`src/design/tpwm_pkg.sv`:
```
// Package of constants and types for the six-channel timer PWM block
package tpwm_pkg;
	localparam int CH_N = 6;
	localparam int CW = 16;
	localparam logic [7:0] OFS_SC = 8'h00;
	localparam logic [7:0] OFS_CNT = 8'h04;
	localparam logic [7:0] OFS_MOD = 8'h08;
	localparam logic [7:0] OFS_CSC = 8'h0C;
	localparam logic [7:0] OFS_CMP = 8'h24;
	localparam logic [7:0] OFS_STEP = 8'h04;
	localparam logic [15:0] MOD_RST = 16'hFFFF;
	// Timer status/control bit positions
	localparam int SC_TOF = 7;
	localparam int SC_OVERFLOW_IRQ_ENABLE = 6;
	localparam int SC_STOP = 5;
	localparam int SC_TRST = 4;
	// Channel status/control bit positions
	localparam int CS_FLAG = 7;
	localparam int CS_IE = 6;
	localparam int CS_BUF = 5;
	localparam int CS_UNB = 4;
	localparam int CS_ELSB = 3;
	localparam int CS_ELSA = 2;
	localparam int CS_TOV = 1;
	localparam int CS_MAX = 0;
	localparam logic [2:0] PS_EXT = 3'h7;
	localparam logic [1:0] ELS_TOG = 2'h1;
	localparam logic [1:0] ELS_CLR = 2'h2;
	localparam logic [1:0] ELS_SET = 2'h3;
	localparam logic [7:0] CSC_WMASK = 8'h7F;

	typedef enum logic [1:0] {
		ACC_NONE = 2'b00,
		ACC_READ = 2'b01,
		ACC_WRITE = 2'b10
	} tpwm_acc_e;

	typedef struct packed {
		logic [15:0] cnt;
		logic [15:0] modv;
		logic [5:0][7:0] scr;
		logic [5:0][15:0] cmp;
		logic [5:0] pin;
		logic [2:0] act;
		logic [2:0] last;
		logic arm_tof;
		logic [5:0] arm_ch;
		logic [2:0] sync;
		logic stable;
		logic ack;
		logic [31:0] dat;
		logic overflow_flag;
		logic overflow_irq_enable;
		logic stop;
		logic [2:0] ps;
	} tpwm_state_s;
endpackage

```
`src/design/tpwm_timer.sv`:
```
// Six-channel 16-bit timer with unbuffered and buffered PWM
//
// Local design decisions: the Wishbone interface to the registers and the register addresses.
`timescale 1ns/1ps
`default_nettype none
module tpwm_timer (
	input wire logic clk_i,
	input wire logic rst_i,
	input wire logic cyc_i,
	input wire logic stb_i,
	input wire logic we_i,
	input wire logic [7:0] adr_i,
	input wire logic [3:0] sel_i,
	input wire logic [31:0] dat_i,
	output logic [31:0] dat_o,
	output logic ack_o,
	input wire logic wait_mode_i,
	input wire logic stop_mode_i,
	input wire logic ch0_pin_i,
	output logic [5:0] ch_out_o,
	output logic [5:0] ch_oe_o,
	output logic irq_o
);
	tpwm_pkg::tpwm_state_s q_ff;
	tpwm_pkg::tpwm_state_s nxt_q;
	logic tick;
	logic ext_edge;
	logic trst;
	logic ovf;
	tpwm_pkg::tpwm_acc_e acc;
	logic [5:0] en;
	logic [5:0] cmp_ev;

	// Byte-lane merge for 16-bit registers
	function automatic logic [15:0] merge16(input logic [15:0] old, input logic [31:0] d,
		input logic [3:0] be);
		logic [15:0] r;
		r = old;
		if (be[0]) begin
			r[7:0] = d[7:0];
		end
		if (be[1]) begin
			r[15:8] = d[15:8];
		end
		return r;
	endfunction

	// Index of a channel register inside a block of six, or 7 when outside
	function automatic logic [2:0] ch_index(input logic [7:0] a, input logic [7:0] base);
		logic [7:0] d;
		d = a - base;
		if (a >= base && d < 8'(tpwm_pkg::CH_N * 4) && d[1:0] == 2'b00) begin
			return d[4:2];
		end
		return 3'h7;
	endfunction

	// Channel i is disabled and its compare serves the even partner when linked
	function automatic logic linked_odd(input tpwm_pkg::tpwm_state_s s, input int i);
		// Even partner index written without i-1 so channel 0 never indexes below range
		return (i % 2 == 1) && s.scr[(i / 2) * 2][tpwm_pkg::CS_BUF];
	endfunction

	tpwm_prescaler #(
		.DIV_W(6)
	) u_pre (
		.clk_i(clk_i),
		.rst_i(rst_i),
		.clear_i(trst),
		.run_i(!q_ff.stop && !stop_mode_i),
		.sel_i(q_ff.ps),
		.ext_tick_i(ext_edge),
		.tick_o(tick)
	);

	////////////////////////////////////////////////////////////////////////////////
	// Bus decode; registers closed in wait and stop
	always_comb begin
		acc = tpwm_pkg::ACC_NONE;
		if (cyc_i && stb_i && !q_ff.ack && !wait_mode_i && !stop_mode_i) begin
			acc = we_i ? tpwm_pkg::ACC_WRITE : tpwm_pkg::ACC_READ;
		end
		trst = acc == tpwm_pkg::ACC_WRITE && adr_i == tpwm_pkg::OFS_SC && sel_i[0]
			&& dat_i[tpwm_pkg::SC_TRST];
	end

	// Rising edge of the settled level from the second and third sync stages only
	assign ext_edge = (q_ff.sync[1] == q_ff.sync[2]) && q_ff.sync[2] && !q_ff.stable;
	// Overflow at modulo match
	assign ovf = tick && (q_ff.cnt == q_ff.modv);

	always_comb begin
		logic [2:0] ci;
		logic [2:0] cc;
		logic [15:0] val;
		logic bufd;
		ci = ch_index(adr_i, tpwm_pkg::OFS_CSC);
		cc = ch_index(adr_i, tpwm_pkg::OFS_CMP);
		val = '0;
		bufd = 1'b0;
		nxt_q = q_ff;
		nxt_q.sync = {q_ff.sync[1:0], ch0_pin_i};
		if (q_ff.sync[1] == q_ff.sync[2]) begin
			nxt_q.stable = q_ff.sync[2];
		end
		nxt_q.ack = cyc_i && stb_i && !q_ff.ack;
		nxt_q.dat = '0;
		en = '0;
		cmp_ev = '0;
		// Register reads
		if (acc == tpwm_pkg::ACC_READ) begin
			if (adr_i == tpwm_pkg::OFS_SC) begin
				nxt_q.dat[7:0] = {q_ff.overflow_flag, q_ff.overflow_irq_enable, q_ff.stop, 1'b0, 1'b0, q_ff.ps};
				nxt_q.arm_tof = q_ff.overflow_flag;
			end else if (adr_i == tpwm_pkg::OFS_CNT) begin
				nxt_q.dat[15:0] = q_ff.cnt;
			end else if (adr_i == tpwm_pkg::OFS_MOD) begin
				nxt_q.dat[15:0] = q_ff.modv;
			end else if (ci != 3'h7) begin
				nxt_q.dat[7:0] = q_ff.scr[ci];
				nxt_q.arm_ch[ci] = q_ff.scr[ci][tpwm_pkg::CS_FLAG];
			end else if (cc != 3'h7) begin
				nxt_q.dat[15:0] = q_ff.cmp[cc];
			end
		end
		// Register writes; flags clear only after an armed read
		if (acc == tpwm_pkg::ACC_WRITE) begin
			if (adr_i == tpwm_pkg::OFS_SC && sel_i[0]) begin
				nxt_q.overflow_irq_enable = dat_i[tpwm_pkg::SC_OVERFLOW_IRQ_ENABLE];
				nxt_q.stop = dat_i[tpwm_pkg::SC_STOP];
				nxt_q.ps = dat_i[2:0];
				if (!dat_i[tpwm_pkg::SC_TOF] && q_ff.arm_tof) begin
					nxt_q.overflow_flag = 1'b0;
					nxt_q.arm_tof = 1'b0;
				end
			end else if (adr_i == tpwm_pkg::OFS_MOD) begin
				nxt_q.modv = merge16(q_ff.modv, dat_i, sel_i);
			end else if (ci != 3'h7 && sel_i[0]) begin
				nxt_q.scr[ci][6:0] = dat_i[6:0] & tpwm_pkg::CSC_WMASK[6:0];
				if (ci[0]) begin
					nxt_q.scr[ci][tpwm_pkg::CS_BUF] = 1'b0;
				end
				if (!dat_i[tpwm_pkg::CS_FLAG] && q_ff.arm_ch[ci]) begin
					nxt_q.scr[ci][tpwm_pkg::CS_FLAG] = 1'b0;
					nxt_q.arm_ch[ci] = 1'b0;
				end
			end else if (cc != 3'h7) begin
				// Plain overwrite of the compare value
				nxt_q.cmp[cc] = merge16(q_ff.cmp[cc], dat_i, sel_i);
				nxt_q.last[cc[2:1]] = cc[0];
			end
		end
		// Counter run; counter reset clears only counter and prescaler
		if (trst) begin
			nxt_q.cnt = '0;
		end else if (tick) begin
			nxt_q.cnt = ovf ? '0 : q_ff.cnt + 1'b1;
		end
		if (ovf) begin
			nxt_q.overflow_flag = 1'b1;
			nxt_q.arm_tof = 1'b0;
		end
		// Channel outputs
		for (int i = 0; i < tpwm_pkg::CH_N; i++) begin
			// Buffered select wins over unbuffered select
			bufd = (i % 2 == 0) && q_ff.scr[i][tpwm_pkg::CS_BUF];
			en[i] = !linked_odd(q_ff, i) && (bufd || q_ff.scr[i][tpwm_pkg::CS_UNB]);
			val = q_ff.cmp[i];
			if (bufd && q_ff.act[i/2]) begin
				val = q_ff.cmp[i | 1];
			end
			cmp_ev[i] = en[i] && tick && (q_ff.cnt == val);
			if (en[i] && ovf && q_ff.scr[i][tpwm_pkg::CS_TOV]) begin
				nxt_q.pin[i] = !q_ff.pin[i];
			end
			if (cmp_ev[i]) begin
				case (q_ff.scr[i][tpwm_pkg::CS_ELSB:tpwm_pkg::CS_ELSA])
					tpwm_pkg::ELS_TOG: nxt_q.pin[i] = !q_ff.pin[i];
					tpwm_pkg::ELS_CLR: nxt_q.pin[i] = 1'b0;
					tpwm_pkg::ELS_SET: nxt_q.pin[i] = 1'b1;
					default: nxt_q.pin[i] = q_ff.pin[i];
				endcase
				nxt_q.scr[i][tpwm_pkg::CS_FLAG] = 1'b1;
				nxt_q.arm_ch[i] = 1'b0;
			end
			// Constant pulse level at full duty
			if (en[i] && q_ff.scr[i][tpwm_pkg::CS_MAX] && q_ff.scr[i][tpwm_pkg::CS_TOV]) begin
				nxt_q.pin[i] = !q_ff.scr[i][tpwm_pkg::CS_ELSA];
			end
		end
		// Pair register swap at each overflow
		for (int p = 0; p < tpwm_pkg::CH_N / 2; p++) begin
			if (!q_ff.scr[2*p][tpwm_pkg::CS_BUF]) begin
				nxt_q.act[p] = 1'b0;
				nxt_q.last[p] = 1'b0;
			end else if (ovf) begin
				nxt_q.act[p] = nxt_q.last[p];
			end
		end
		// Everything except ack holds while stopped; ack clears
		if (stop_mode_i) begin
			nxt_q = q_ff;
			nxt_q.ack = 1'b0;
		end
	end

	always_ff @(posedge clk_i) begin
		if (rst_i) begin
			q_ff <= '0;
			q_ff.modv <= tpwm_pkg::MOD_RST;
			q_ff.stop <= 1'b1;
		end else begin
			q_ff <= nxt_q;
		end
	end

	////////////////////////////////////////////////////////////////////////////////
	// Outputs; pin released when channel idle or odd half of a buffered pair
	always_comb begin
		for (int i = 0; i < tpwm_pkg::CH_N; i++) begin
			ch_oe_o[i] = en[i] && (q_ff.scr[i][tpwm_pkg::CS_ELSB:tpwm_pkg::CS_ELSA] != 2'b00);
		end
	end
	assign ch_out_o = q_ff.pin;
	assign dat_o = q_ff.dat;
	assign ack_o = q_ff.ack;
	// Request also serves as wake-up in wait mode
	always_comb begin
		irq_o = q_ff.overflow_flag && q_ff.overflow_irq_enable;
		for (int i = 0; i < tpwm_pkg::CH_N; i++) begin
			irq_o = irq_o || (q_ff.scr[i][tpwm_pkg::CS_FLAG] && q_ff.scr[i][tpwm_pkg::CS_IE]);
		end
	end
endmodule
`default_nettype wire

```
`src/design/tpwm_prescaler.sv`:
```
// Prescaler that makes the timer clock tick
`timescale 1ns/1ps
`default_nettype none
module tpwm_prescaler #(
	parameter int DIV_W = 6
) (
	input wire logic clk_i,
	input wire logic rst_i,
	input wire logic clear_i,
	input wire logic run_i,
	input wire logic [2:0] sel_i,
	input wire logic ext_tick_i,
	output logic tick_o
);
	logic [DIV_W-1:0] div_ff;
	logic [DIV_W-1:0] nxt_div;
	logic [DIV_W-1:0] mask;

	always_comb begin
		mask = DIV_W'((1 << sel_i) - 1);
		nxt_div = div_ff;
		if (clear_i) begin
			nxt_div = '0;
		end else if (run_i) begin
			nxt_div = div_ff + 1'b1;
		end
	end

	// Divide by 1..64, or the external pin edge
	always_comb begin
		if (sel_i == tpwm_pkg::PS_EXT) begin
			tick_o = run_i & ext_tick_i;
		end else begin
			tick_o = run_i & ((div_ff & mask) == mask);
		end
	end

	always_ff @(posedge clk_i) begin
		if (rst_i) begin
			div_ff <= '0;
		end else begin
			div_ff <= nxt_div;
		end
	end
endmodule
`default_nettype wire

```
`config.mk`:
```
export PLATFORM = sky130hd
export DESIGN_NAME = tpwm_timer
export DESIGN_NICKNAME = d
export VERILOG_FILES = /design/src/design/tpwm_pkg.sv /design/src/design/tpwm_timer.sv /design/src/design/tpwm_prescaler.sv
export SDC_FILE = /design/constraint.sdc
export NUM_CORES = 1
export LEC_CHECK = 0
export BUFFER_PORTS_ARGS = -buffer_cell sky130_fd_sc_hd__buf_2
export CAP_MARGIN = 20
export CORE_MARGIN = 4
export CORE_UTILIZATION = 50
export DETAILED_ROUTE_END_ITERATION = 12
export GPL_ROUTABILITY_DRIVEN = 0
export HOLD_SLACK_MARGIN = 0.15
export PLACE_DENSITY = 0.73
export SLEW_MARGIN = 15
export SYNTH_ARGS = -nofsm -noshare
export SYNTH_HDL_FRONTEND = slang
export SYNTH_HIERARCHICAL = 1
export SYNTH_SLANG_ARGS = --single-unit
```
`constraint.sdc`:
```
create_clock -name clk_i -period 4.1 [get_ports clk_i]
set_input_delay 1.23 -clock clk_i [delete_from_list [all_inputs] [get_ports clk_i]]
set_output_delay 1.23 -clock clk_i [all_outputs]
set_load 0.03 [all_outputs]
```
* Word-level counts from Yosys, hierarchy flattened
Index checks and enable logic that the tools add are counted.
Cells by class: add/subtract/negate cells 5, order comparisons 10, equal/unequal tests 55, shift operators 1, mux-type cells 136, bitwise logic cells 13, reduce and logical (&&, ||, !) cells 163
Operators with widths (count):
- two-way mux 144 bit | 3
- two-way mux 48 bit | 7
- two-way mux 16 bit | 12
- two-way mux 96 bit | 2
- two-way mux 8 bit | 18
- == test 16 bit | 7
- bitwise AND 48 bit | 2
- bitwise mux 96 bit | 1
- inverter 48 bit | 2
- logical AND 1 bit | 77
- demux 8 bit (select 3 bit) | 3
- two-way mux 6 bit | 11
- two-way mux 1 bit | 51
- binary-select mux 16 bit (select 3 bit) | 1
- bitwise mux 48 bit | 1
- demux 16 bit (select 3 bit) | 1
- AND reduction 5 bit | 9
- nonzero test 2 bit | 22
- inequality test 5 x 1 -> 1 bit, second input constant | 6
- == test 2 bit, second input constant | 13
- binary-select mux 8 bit (select 3 bit) | 1
- two-way mux 3 bit | 8
- inequality test 2 bit, second input constant | 12
- zero test 1 bit | 21
- 43 further kinds | 92
Word-level totals: bits in registers 228, output and inout bits 46, logic and storage cells 425

* Longest topological paths before layout
Gate-level depths: netlist (run 1).
depth after elaboration 24, gate-level depth with buffers 15, mapped depth without buffers 12

* Hierarchy
Netlist (run 1), hierarchy kept.
By module, submodules not included:
- tpwm_timer | instances 1, cells each 1605, area an instance 13091.3 um^2, seq. area each 4444.3 um^2
- tpwm_prescaler | instances 1, cells each 38, area an instance 321.6 um^2, seq. area each 120.1 um^2

* Worst setup path before layout (run 1)
Ideal clock, no wire load.
kind input -> register, start in stop_mode_i, end reg q_ff, in the netlist ch_out_o[5], setup time 0.074 ns, arrival 4.059 ns, setup slack -0.033 ns, stages on the path 13, cell sequence clkbuf_1 buf_1 nor2_1 buf_2 o31ai_1 a311oi_1 clkbuf_1 inv_1 or4_1 o41a_1 o31a_1 a2111o_1 a31oi_1
On the way: cells in the longest elaborated chain, start to end 9
Ends and longest elaborated chain:
- start, declared | line tpwm_timer.sv:18 | input wire logic stop_mode_i,
- zero test 1 bit * | line tpwm_timer.sv:70 | .run_i(!q_ff.stop && !stop_mode_i),
- logical AND 1 bit * | line tpwm_timer.sv:70
- bitwise AND 1 bit, on equally long branches | line tpwm_prescaler.sv:34, tpwm_prescaler.sv:32
- two-way mux 1 bit * | line tpwm_prescaler.sv:31 | if (sel_i == tpwm_pkg::PS_EXT) begin
- net tick | line tpwm_timer.sv:26 | logic tick;
- logical AND 1 bit | line tpwm_timer.sv:90 | assign ovf = tick && (q_ff.cnt == q_ff.modv);
- logical AND 1 bit (2 in a row) | line tpwm_timer.sv:173 | if (en[i] && ovf && q_ff.scr[i][tpwm_pkg::CS_TOV]) begin
- nonzero test 3 bit (no source line)
- AND reduction 3 bit (no source line)
- end signal, assigned | line tpwm_timer.sv:213 | q_ff <= nxt_q;
- end, declared | line tpwm_timer.sv:24 | tpwm_pkg::tpwm_state_s q_ff;
Mark *: on every way through the listed nets, which the timed path passes. The rest lies on a longest branch. A chain may end at the register's enable or synchronous reset.

==> results by group, run 1 <==
Die
  – Number of I/O pins: 98
  – Die Ht: 172 um
  – Std cell rows: 59
  – Die X: 172 um
  – DIE AREA: 29500 um2
  – Initial cell density of the core: 51.2%
  – Core box area: 26200 um2

Worst setup path
  – CP Data Arrival Time: 4.17 ns
  – CP Max Fanout: 8
  – Worst endpoint required time: 4.53 ns
  – Startpoint Class: input port
  – CP endpoint kind: flip-flop
  – Setup CP Type: input port to flip-flop

Clock tree
  – CTS tree: built
  – Clk slew on worst S/H paths: 0.06 ns
  – CTS Sinks: 228
  – Clk buf depth: 3
  – Clk Tree Root Cell: clkbuf_16
  – H-tree Lvls: 1
  – Postcts setup bufs: 0
  – # resized after CTS: 0
  – Worst skew pair latency: 0.53 ns
  – Cts bufs inserted: 25
  – Hold-fix buffers, CTS: 0

Placed design
  – HPWL Detailed: 33.4 mm
  – Cell area after placement: 14000 um2
  – Port-buffer cells: 63
  – Post-Place Setup Slack: -0.0460 ns

Final layout
  – Layout Utilization: 56.4%
  – NumNets Final: 1726
  – Multi-input logic area: 8000 um2
  – Register Area: 4560 um2
  – Proportion of layout cells with a drive suffix above 1: 13.7%
  – Fill cells: 2357
  – Final Instance Area: 14800 um2
  – Area Growth Syn to Fin: 10.2%
  – Ant diodes: 0

STA
  – RSZ-0062 raised after global routing: false
  – Relative slew slack: 29.3%
  – Worst slew pin tran: 1.06 ns
  – Fin. max-slew vios: 0
  – Hold_ws: 0.461 ns
  – Max Fclk: 0.268 GHz
  – Skew final: 0.0101 ns
  – Setup ws final: 0.363 ns
  – Final min period: 3.74 ns
  – Setup Viol. Count Final: 0
  – Final Hold Fails: 0
  – Final period utilization: 91.1%

Yosys
  – Synth area leaders: dfxtp_1 34%, mux2i_1 7.9%, nor2_1 5.2%
  – Async SR Flop Fraction: 0%
  – Top cells by count, synth: 228 x dfxtp_1, 187 x nor2_1, 164 x nand2_1
  – Yosys reg bits: 228
  – Top cell type by total area after synthesis: dfxtp_1
  – Syn. warnings: 6
  – Mapped cell area: 13400 um2
  – Syn Area/Cell: 8.16 um2
  – Yosys top cell area share: 34.0%
  – Sequential share of the synthesized area: 34.0%
  – Top FF cell, synth: dfxtp_1
  – Synth cell types: 90
  – Cells after Synth: 1643
  – Post-synth EDFFs: 0
  – Most common cell in the synthesized netlist: dfxtp_1

Detailed routing
  – Starting DRT DRC Count: 1686
  – DRT antenna net count: 0
  – First-pass DRT Iterations: 6
  – Via count: 13068
  – Routed vias/inst: 6.49
  – Wire length per cell: 22.9 um
  – DRC viols: 0
  – Aggregate routed wire length: 46.2 mm

Worst hold path
  – Worst min path class: flip-flop to flip-flop

Global routing
  – Total gr overflow: 0
  – Number of global-route vias before repair: 12300
  – Largest net degree at the start of global routing: 93
  – Antenna violations before repair: 0
  – Total Routing Usage GR: 30.4%
  – First-pass GRT wire length: 70.6 mm

Pwr
  – Cell Pwr Density: 321 nW/um2
  – Pleak: 5.48 nW
  – IR drop worst, VDD: 0.297 mV

Job
  – # Max-Cap Violations: 0

Outcome
  – Outcome: complete, no violations
-- layout by cell type, fill, tap and decap left out, types with 8 or more instances in the layout --
cell type  netlist  final
dfxtp_1        228    228
nor2_1         187    187
nand2_1        164    164
mux2i_1        106    106
a21oi_1         80     80
o21ai_0         74     74
a211oi_1        68     68
buf_4           47     65
buf_2           30     61
xnor2_1         56     56
xor2_1          54     54
nand3_1         49     49
nor3_1          44     44
inv_1           28     28
o22ai_1         28     28
clkbuf_16        0     25
nand4_1         18     18
and3_1          18     18
nor2b_1         16     16
nor4_1          16     16
o2111ai_1       16     16
mux2_2          16     16
conb_1           1     16
and2_1          15     15
nand2b_1        13     13
a22oi_1         11     11
a221oi_1        11     11
ha_1            10     10
o21a_1           9      9
o221ai_1         9      9
a211oi_2         9      9
a22o_1           8      8
-- per-stage QoR --
stage	power [mW]	TNS (ns)	std cells
after floorplan	2.46	0	1658
after global placement	2.54	0	1972
after detailed placement	2.54	-0.0786	1972
after CTS	4.74	0	2015
after global routing	4.85	0	2015
final	4.75	0	2015
-- worst paths after layout --
path,endpoint,slack (ns),cells after the start,startpoint
worst max-delay path,flip-flop,0.36,12,adr_i[2]
worst min-delay path,dat_o[12]$_SDFFE_PP0N_,0.46,2,dat_o[12]$_SDFFE_PP0N_
worst max register to register,ch_out_o[3]$_SDFFE_PP0P_,0.74,10,u_pre/div_ff[0]$_SDFFE_PP0P_
worst min register to register,dat_o[12]$_SDFFE_PP0N_,0.46,2,dat_o[12]$_SDFFE_PP0N_
-- worst max-delay path, stage by stage --
cell	delay [ns]
buf_4	0.08
clkinv_1	0.18
ha_1	0.34
o21ba_2	0.28
mux2_2	0.14
a22o_1	0.31
and2_1	0.52
buf_4	0.23
a21oi_1	0.05
a211oi_2	0.22
mux2i_1	0.27
a211oi_1	0.30
-- logic make-up (layout without fill, tap and decap cells) --
family,after synthesis,in the layout,synth area share [%]
flops,228,228,34.0
simple gates,595,595,21.3
other cells,1,16,0.0280
compound gates,395,395,20.5
fa+ha+maj,10,10,0.933
mux,122,122,9.25
buf+inv,182,204,6.74
xor+xnor,110,110,7.18
-- power breakdown --
group | switching, mW | internal [mW]
Clock | 0.948 | 1.30
Sequential | 0.000947 | 2.22
Combinational | 0.209 | 0.0749
-- area by class of cell --
class	instances	share of cell area [%]
clock inverter	9	0.694
tap	335	2.84
multi-input combinational	1248	54.1
timing repair buffer	131	6.04
sequential	228	30.9
inverter	30	0.762
clock buffer	34	4.66
-- routing by layer --
metal	up-vias	wire (um)	GRT usage (%)	share of wire [%]
met5	-	0	0	0
met2	803	20200	46.9	44
met1	6204	18300	40.2	40
met3	161	5400	7.33	12
met4	0	2280	14.3	4.9
li1	5900	-	-	-
Note: power is estimated with default switching activity, not from simulation.
==> inputs of run 2 (changes only) <==
--- a/config.mk
+++ b/config.mk
@@ -5,14 +5,14 @@
 export SDC_FILE = /design/constraint.sdc
 export NUM_CORES = 1
 export LEC_CHECK = 0
-export BUFFER_PORTS_ARGS = -buffer_cell sky130_fd_sc_hd__buf_2
+export BUFFER_PORTS_ARGS = -buffer_cell sky130_fd_sc_hd__buf_4
 export CAP_MARGIN = 20
 export CORE_MARGIN = 4
 export CORE_UTILIZATION = 50
 export DETAILED_ROUTE_END_ITERATION = 12
 export GPL_ROUTABILITY_DRIVEN = 0
 export HOLD_SLACK_MARGIN = 0.15
-export PLACE_DENSITY = 0.73
+export PLACE_DENSITY = 0.7
 export SLEW_MARGIN = 15
 export SYNTH_ARGS = -nofsm -noshare
 export SYNTH_HDL_FRONTEND = slang
==> constraint.sdc (replaced) <==
create_clock -name clk_i -period 3.5 [get_ports clk_i]
set_input_delay 1.05 -clock clk_i [delete_from_list [all_inputs] [get_ports clk_i]]
set_output_delay 1.05 -clock clk_i [all_outputs]
set_load 0.03 [all_outputs]
==> results by group, run 2 (synthesis results as in run 1) <==
Pwr
  – Power, Total: 5.66 mW (+19%)
  – Cell Pwr Density: 359 nW/um2 (+12%)
  – IR drop worst, VDD: 0.371 mV (+25%)
  – Pleak: 6.01 nW (+9.6%)

Detailed routing
  – Aggregate routed wire length: 47.3 mm (+2.2%)
  – First-pass DRT Iterations: 6 (unchanged)
  – Wire length per cell: 22.5 um (-2.2%)
  – Routed vias/inst: 6.31 (-2.7%)
  – DRT antenna net count: 0 (unchanged)
  – DRC viols: 0 (unchanged)
  – Starting DRT DRC Count: 1897 (+13%)
  – Via count: 13284 (+1.7%)

Clock tree
  – Clk slew on worst S/H paths: 0.06 ns (about the same)
  – Worst skew pair latency: 0.53 ns (about the same)
  – # resized after CTS: 0 (unchanged)
  – Cts bufs inserted: 25 (unchanged)
  – H-tree Lvls: 1 (unchanged)
  – Clk Tree Root Cell: clkbuf_16
  – Clk buf depth: 3 (unchanged)
  – Postcts setup bufs: 0 (unchanged)
  – Hold-fix buffers, CTS: 0 (unchanged)
  – CTS tree: built
  – CTS Sinks: 228 (unchanged)

Global routing
  – Largest net degree at the start of global routing: 58 (-38%)
  – First-pass GRT wire length: 71.5 mm (+1.3%)
  – Number of global-route vias before repair: 12251 (-0.40%)
  – Total Routing Usage GR: 31.1% (+0.72 points)
  – Total gr overflow: 0 (unchanged)
  – Antenna violations before repair: 1 (+1)

Die
  – Core box area: 26200 um2 (unchanged)
  – Die Ht: 172 um (unchanged)
  – Initial cell density of the core: 51.2% (unchanged)
  – DIE AREA: 29500 um2 (unchanged)
  – Std cell rows: 59 (unchanged)
  – Number of I/O pins: 98 (unchanged)
  – Die X: 172 um (unchanged)

Worst setup path
  – Setup CP Type: input port to flip-flop
  – Worst endpoint required time: 3.94 ns (-0.59 ns)
  – Startpoint Class: input port
  – CP cell instances: buf_4, inv_1, ha_1, o21ba_2, mux2_2, a22o_1, buf_4, nand2_2, o22ai_1, a211oi_2, mux2i_1, a211oi_1
  – Slowest cell on the critical path: a211oi_2
  – CP Max Fanout: 10 (+2)
  – R2r setup slk: 0.46 ns (-0.28 ns)
  – Crit Reg-Reg Endpoint: ch_out_o[1]$_SDFFE_PP0P_
  – FF-to-FF Start: u_pre/div_ff[0]$_SDFFE_PP0P_
  – Reg2reg path depth: 13 (+3)
  – Setup crit start: adr_i[3]
  – Delay of the slowest cell on the worst path: 0.34 ns (-0.18 ns)
  – CP endpoint kind: flip-flop
  – CP Data Arrival Time: 3.67 ns (-0.50 ns)
  – CP dominant cell by count: buf_4

STA
  – Setup Viol. Count Final: 0 (unchanged)
  – Final Hold Fails: 0 (unchanged)
  – Final min period: 3.23 ns
  – Relative slew slack: 38.9% (+9.6 points)
  – Max Fclk: 0.309 GHz
  – Final period utilization: 92.4%
  – RSZ-0062 raised after global routing: false
  – Fin. max-slew vios: 0 (unchanged)
  – Worst slew pin tran: 0.908 ns (-0.152 ns)
  – Setup ws final: 0.266 ns (-0.0971 ns)
  – Skew final: 0.0126 ns (+0.00251 ns)

Final layout
  – Ant diodes: 0 (unchanged)
  – Area Growth Syn to Fin: 17.5%
  – Proportion of layout cells with a drive suffix above 1: 18.5% (+4.8 points)
  – Most frequent cells in the layout: 228 x dfxtp_1, 209 x buf_4, 187 x nor2_1, 164 x nand2_1, 106 x mux2i_1
  – Final Instance Area: 15800 um2 (+6.6%)
  – Most common cell after layout, fill and taps aside: dfxtp_1
  – NumNets Final: 1817 (+5.3%)
  – Non-Filler Instances: 2105 (+4.5%)

Placed design
  – Cell area after placement: 15000 um2 (+6.9%)
  – HPWL Detailed: 35.4 mm (+6.0%)
  – Placed Cells: 2063 (+4.6%)
  – Port-buffer cells: 63 (unchanged)
  – Post-Place Setup Slack: -0.181 ns (-0.135 ns)

Worst hold path
  – HP Start: dat_o[3]$_SDFFE_PP0N_
  – Worst min path class: flip-flop to flip-flop

Outcome
  – Outcome: complete, no violations

Job
  – # Max-Cap Violations: 0 (unchanged)
==> run 2: changes by cell type in the layout (fill, tap and decap cells not counted), moves of 4 or more <==
cell / before / now
buf_2: 61 / 0
buf_12: 5 / 13
clkinv_2: 5 / 9
clkbuf_1: 6 / 2
buf_4: 65 / 209
==> run 2: worst min-delay path by stage <==
stage | to | slack (ns) | cells past startpoint
finish | dat_o[3]$_SDFFE_PP0N_ | 0.45 | 2
global route | dat_o[3]$_SDFFE_PP0N_ | 0.48 | 2
CTS | dat_o[3]$_SDFFE_PP0N_ | 0.46 | 2
detailed placement | dat_o[3]$_SDFFE_PP0N_ | 0.44 | 2
global placement | dat_o[3]$_SDFFE_PP0N_ | 0.44 | 2
floorplan | dat_o[10]$_SDFFE_PP0N_ | 0.43 | 2
==> run 2: critical path, delay by kind of cell <==
| family | cells | cell delay (ns) |
|---|---|---|
| AO/OA/AOI/OAI | 5 | 1.24 |
| AND/OR/NAND/NOR | 1 | 0.22 |
| buffers and inverters | 3 | 0.43 |
| multiplexers | 2 | 0.55 |
| adder cells (fa/ha/maj) | 1 | 0.19 |
==> run 2: layout make-up <==
class                   count  area, um2
fillers                  2310      10400
multi-input cells        1248       8020
flip-flops and latches    228       4560
repair buffers            222       1830
clock buffers              30        674
well taps                 335        419
clock inverters            12        135
inverters                  30        118
==> run 2: power by group <==
group / internal [mW] / switching (mW) / leakage [nW]
Combinational: 0.124 / 0.256 / 3.76
Clock: 1.58 / 1.11 / 0.410
Sequential: 2.60 / 0.00108 / 1.84
Total: 4.30 / 1.36 / 6.01
==> run 2: per-stage QoR <==
step	TNS [ns]	util, %	hold WS (ns)
CTS	0	60.1	0.458
global placement	-2.90	57.1	0.440
finish	0	60.1	0.451
floorplan	-0.0525	-	0.426
global route	0	60.1	0.483
detailed placement	-8.11	57.1	0.444
==> run 2: routing by layer <==
metal	track usage [%]	share of wire, %	vias up
li1	-	-	6072
met1	44.2	41	6286
met2	47.4	43	787
met3	5.31	12	137
met4	12.1	4.6	2
met5	0	0.028	-
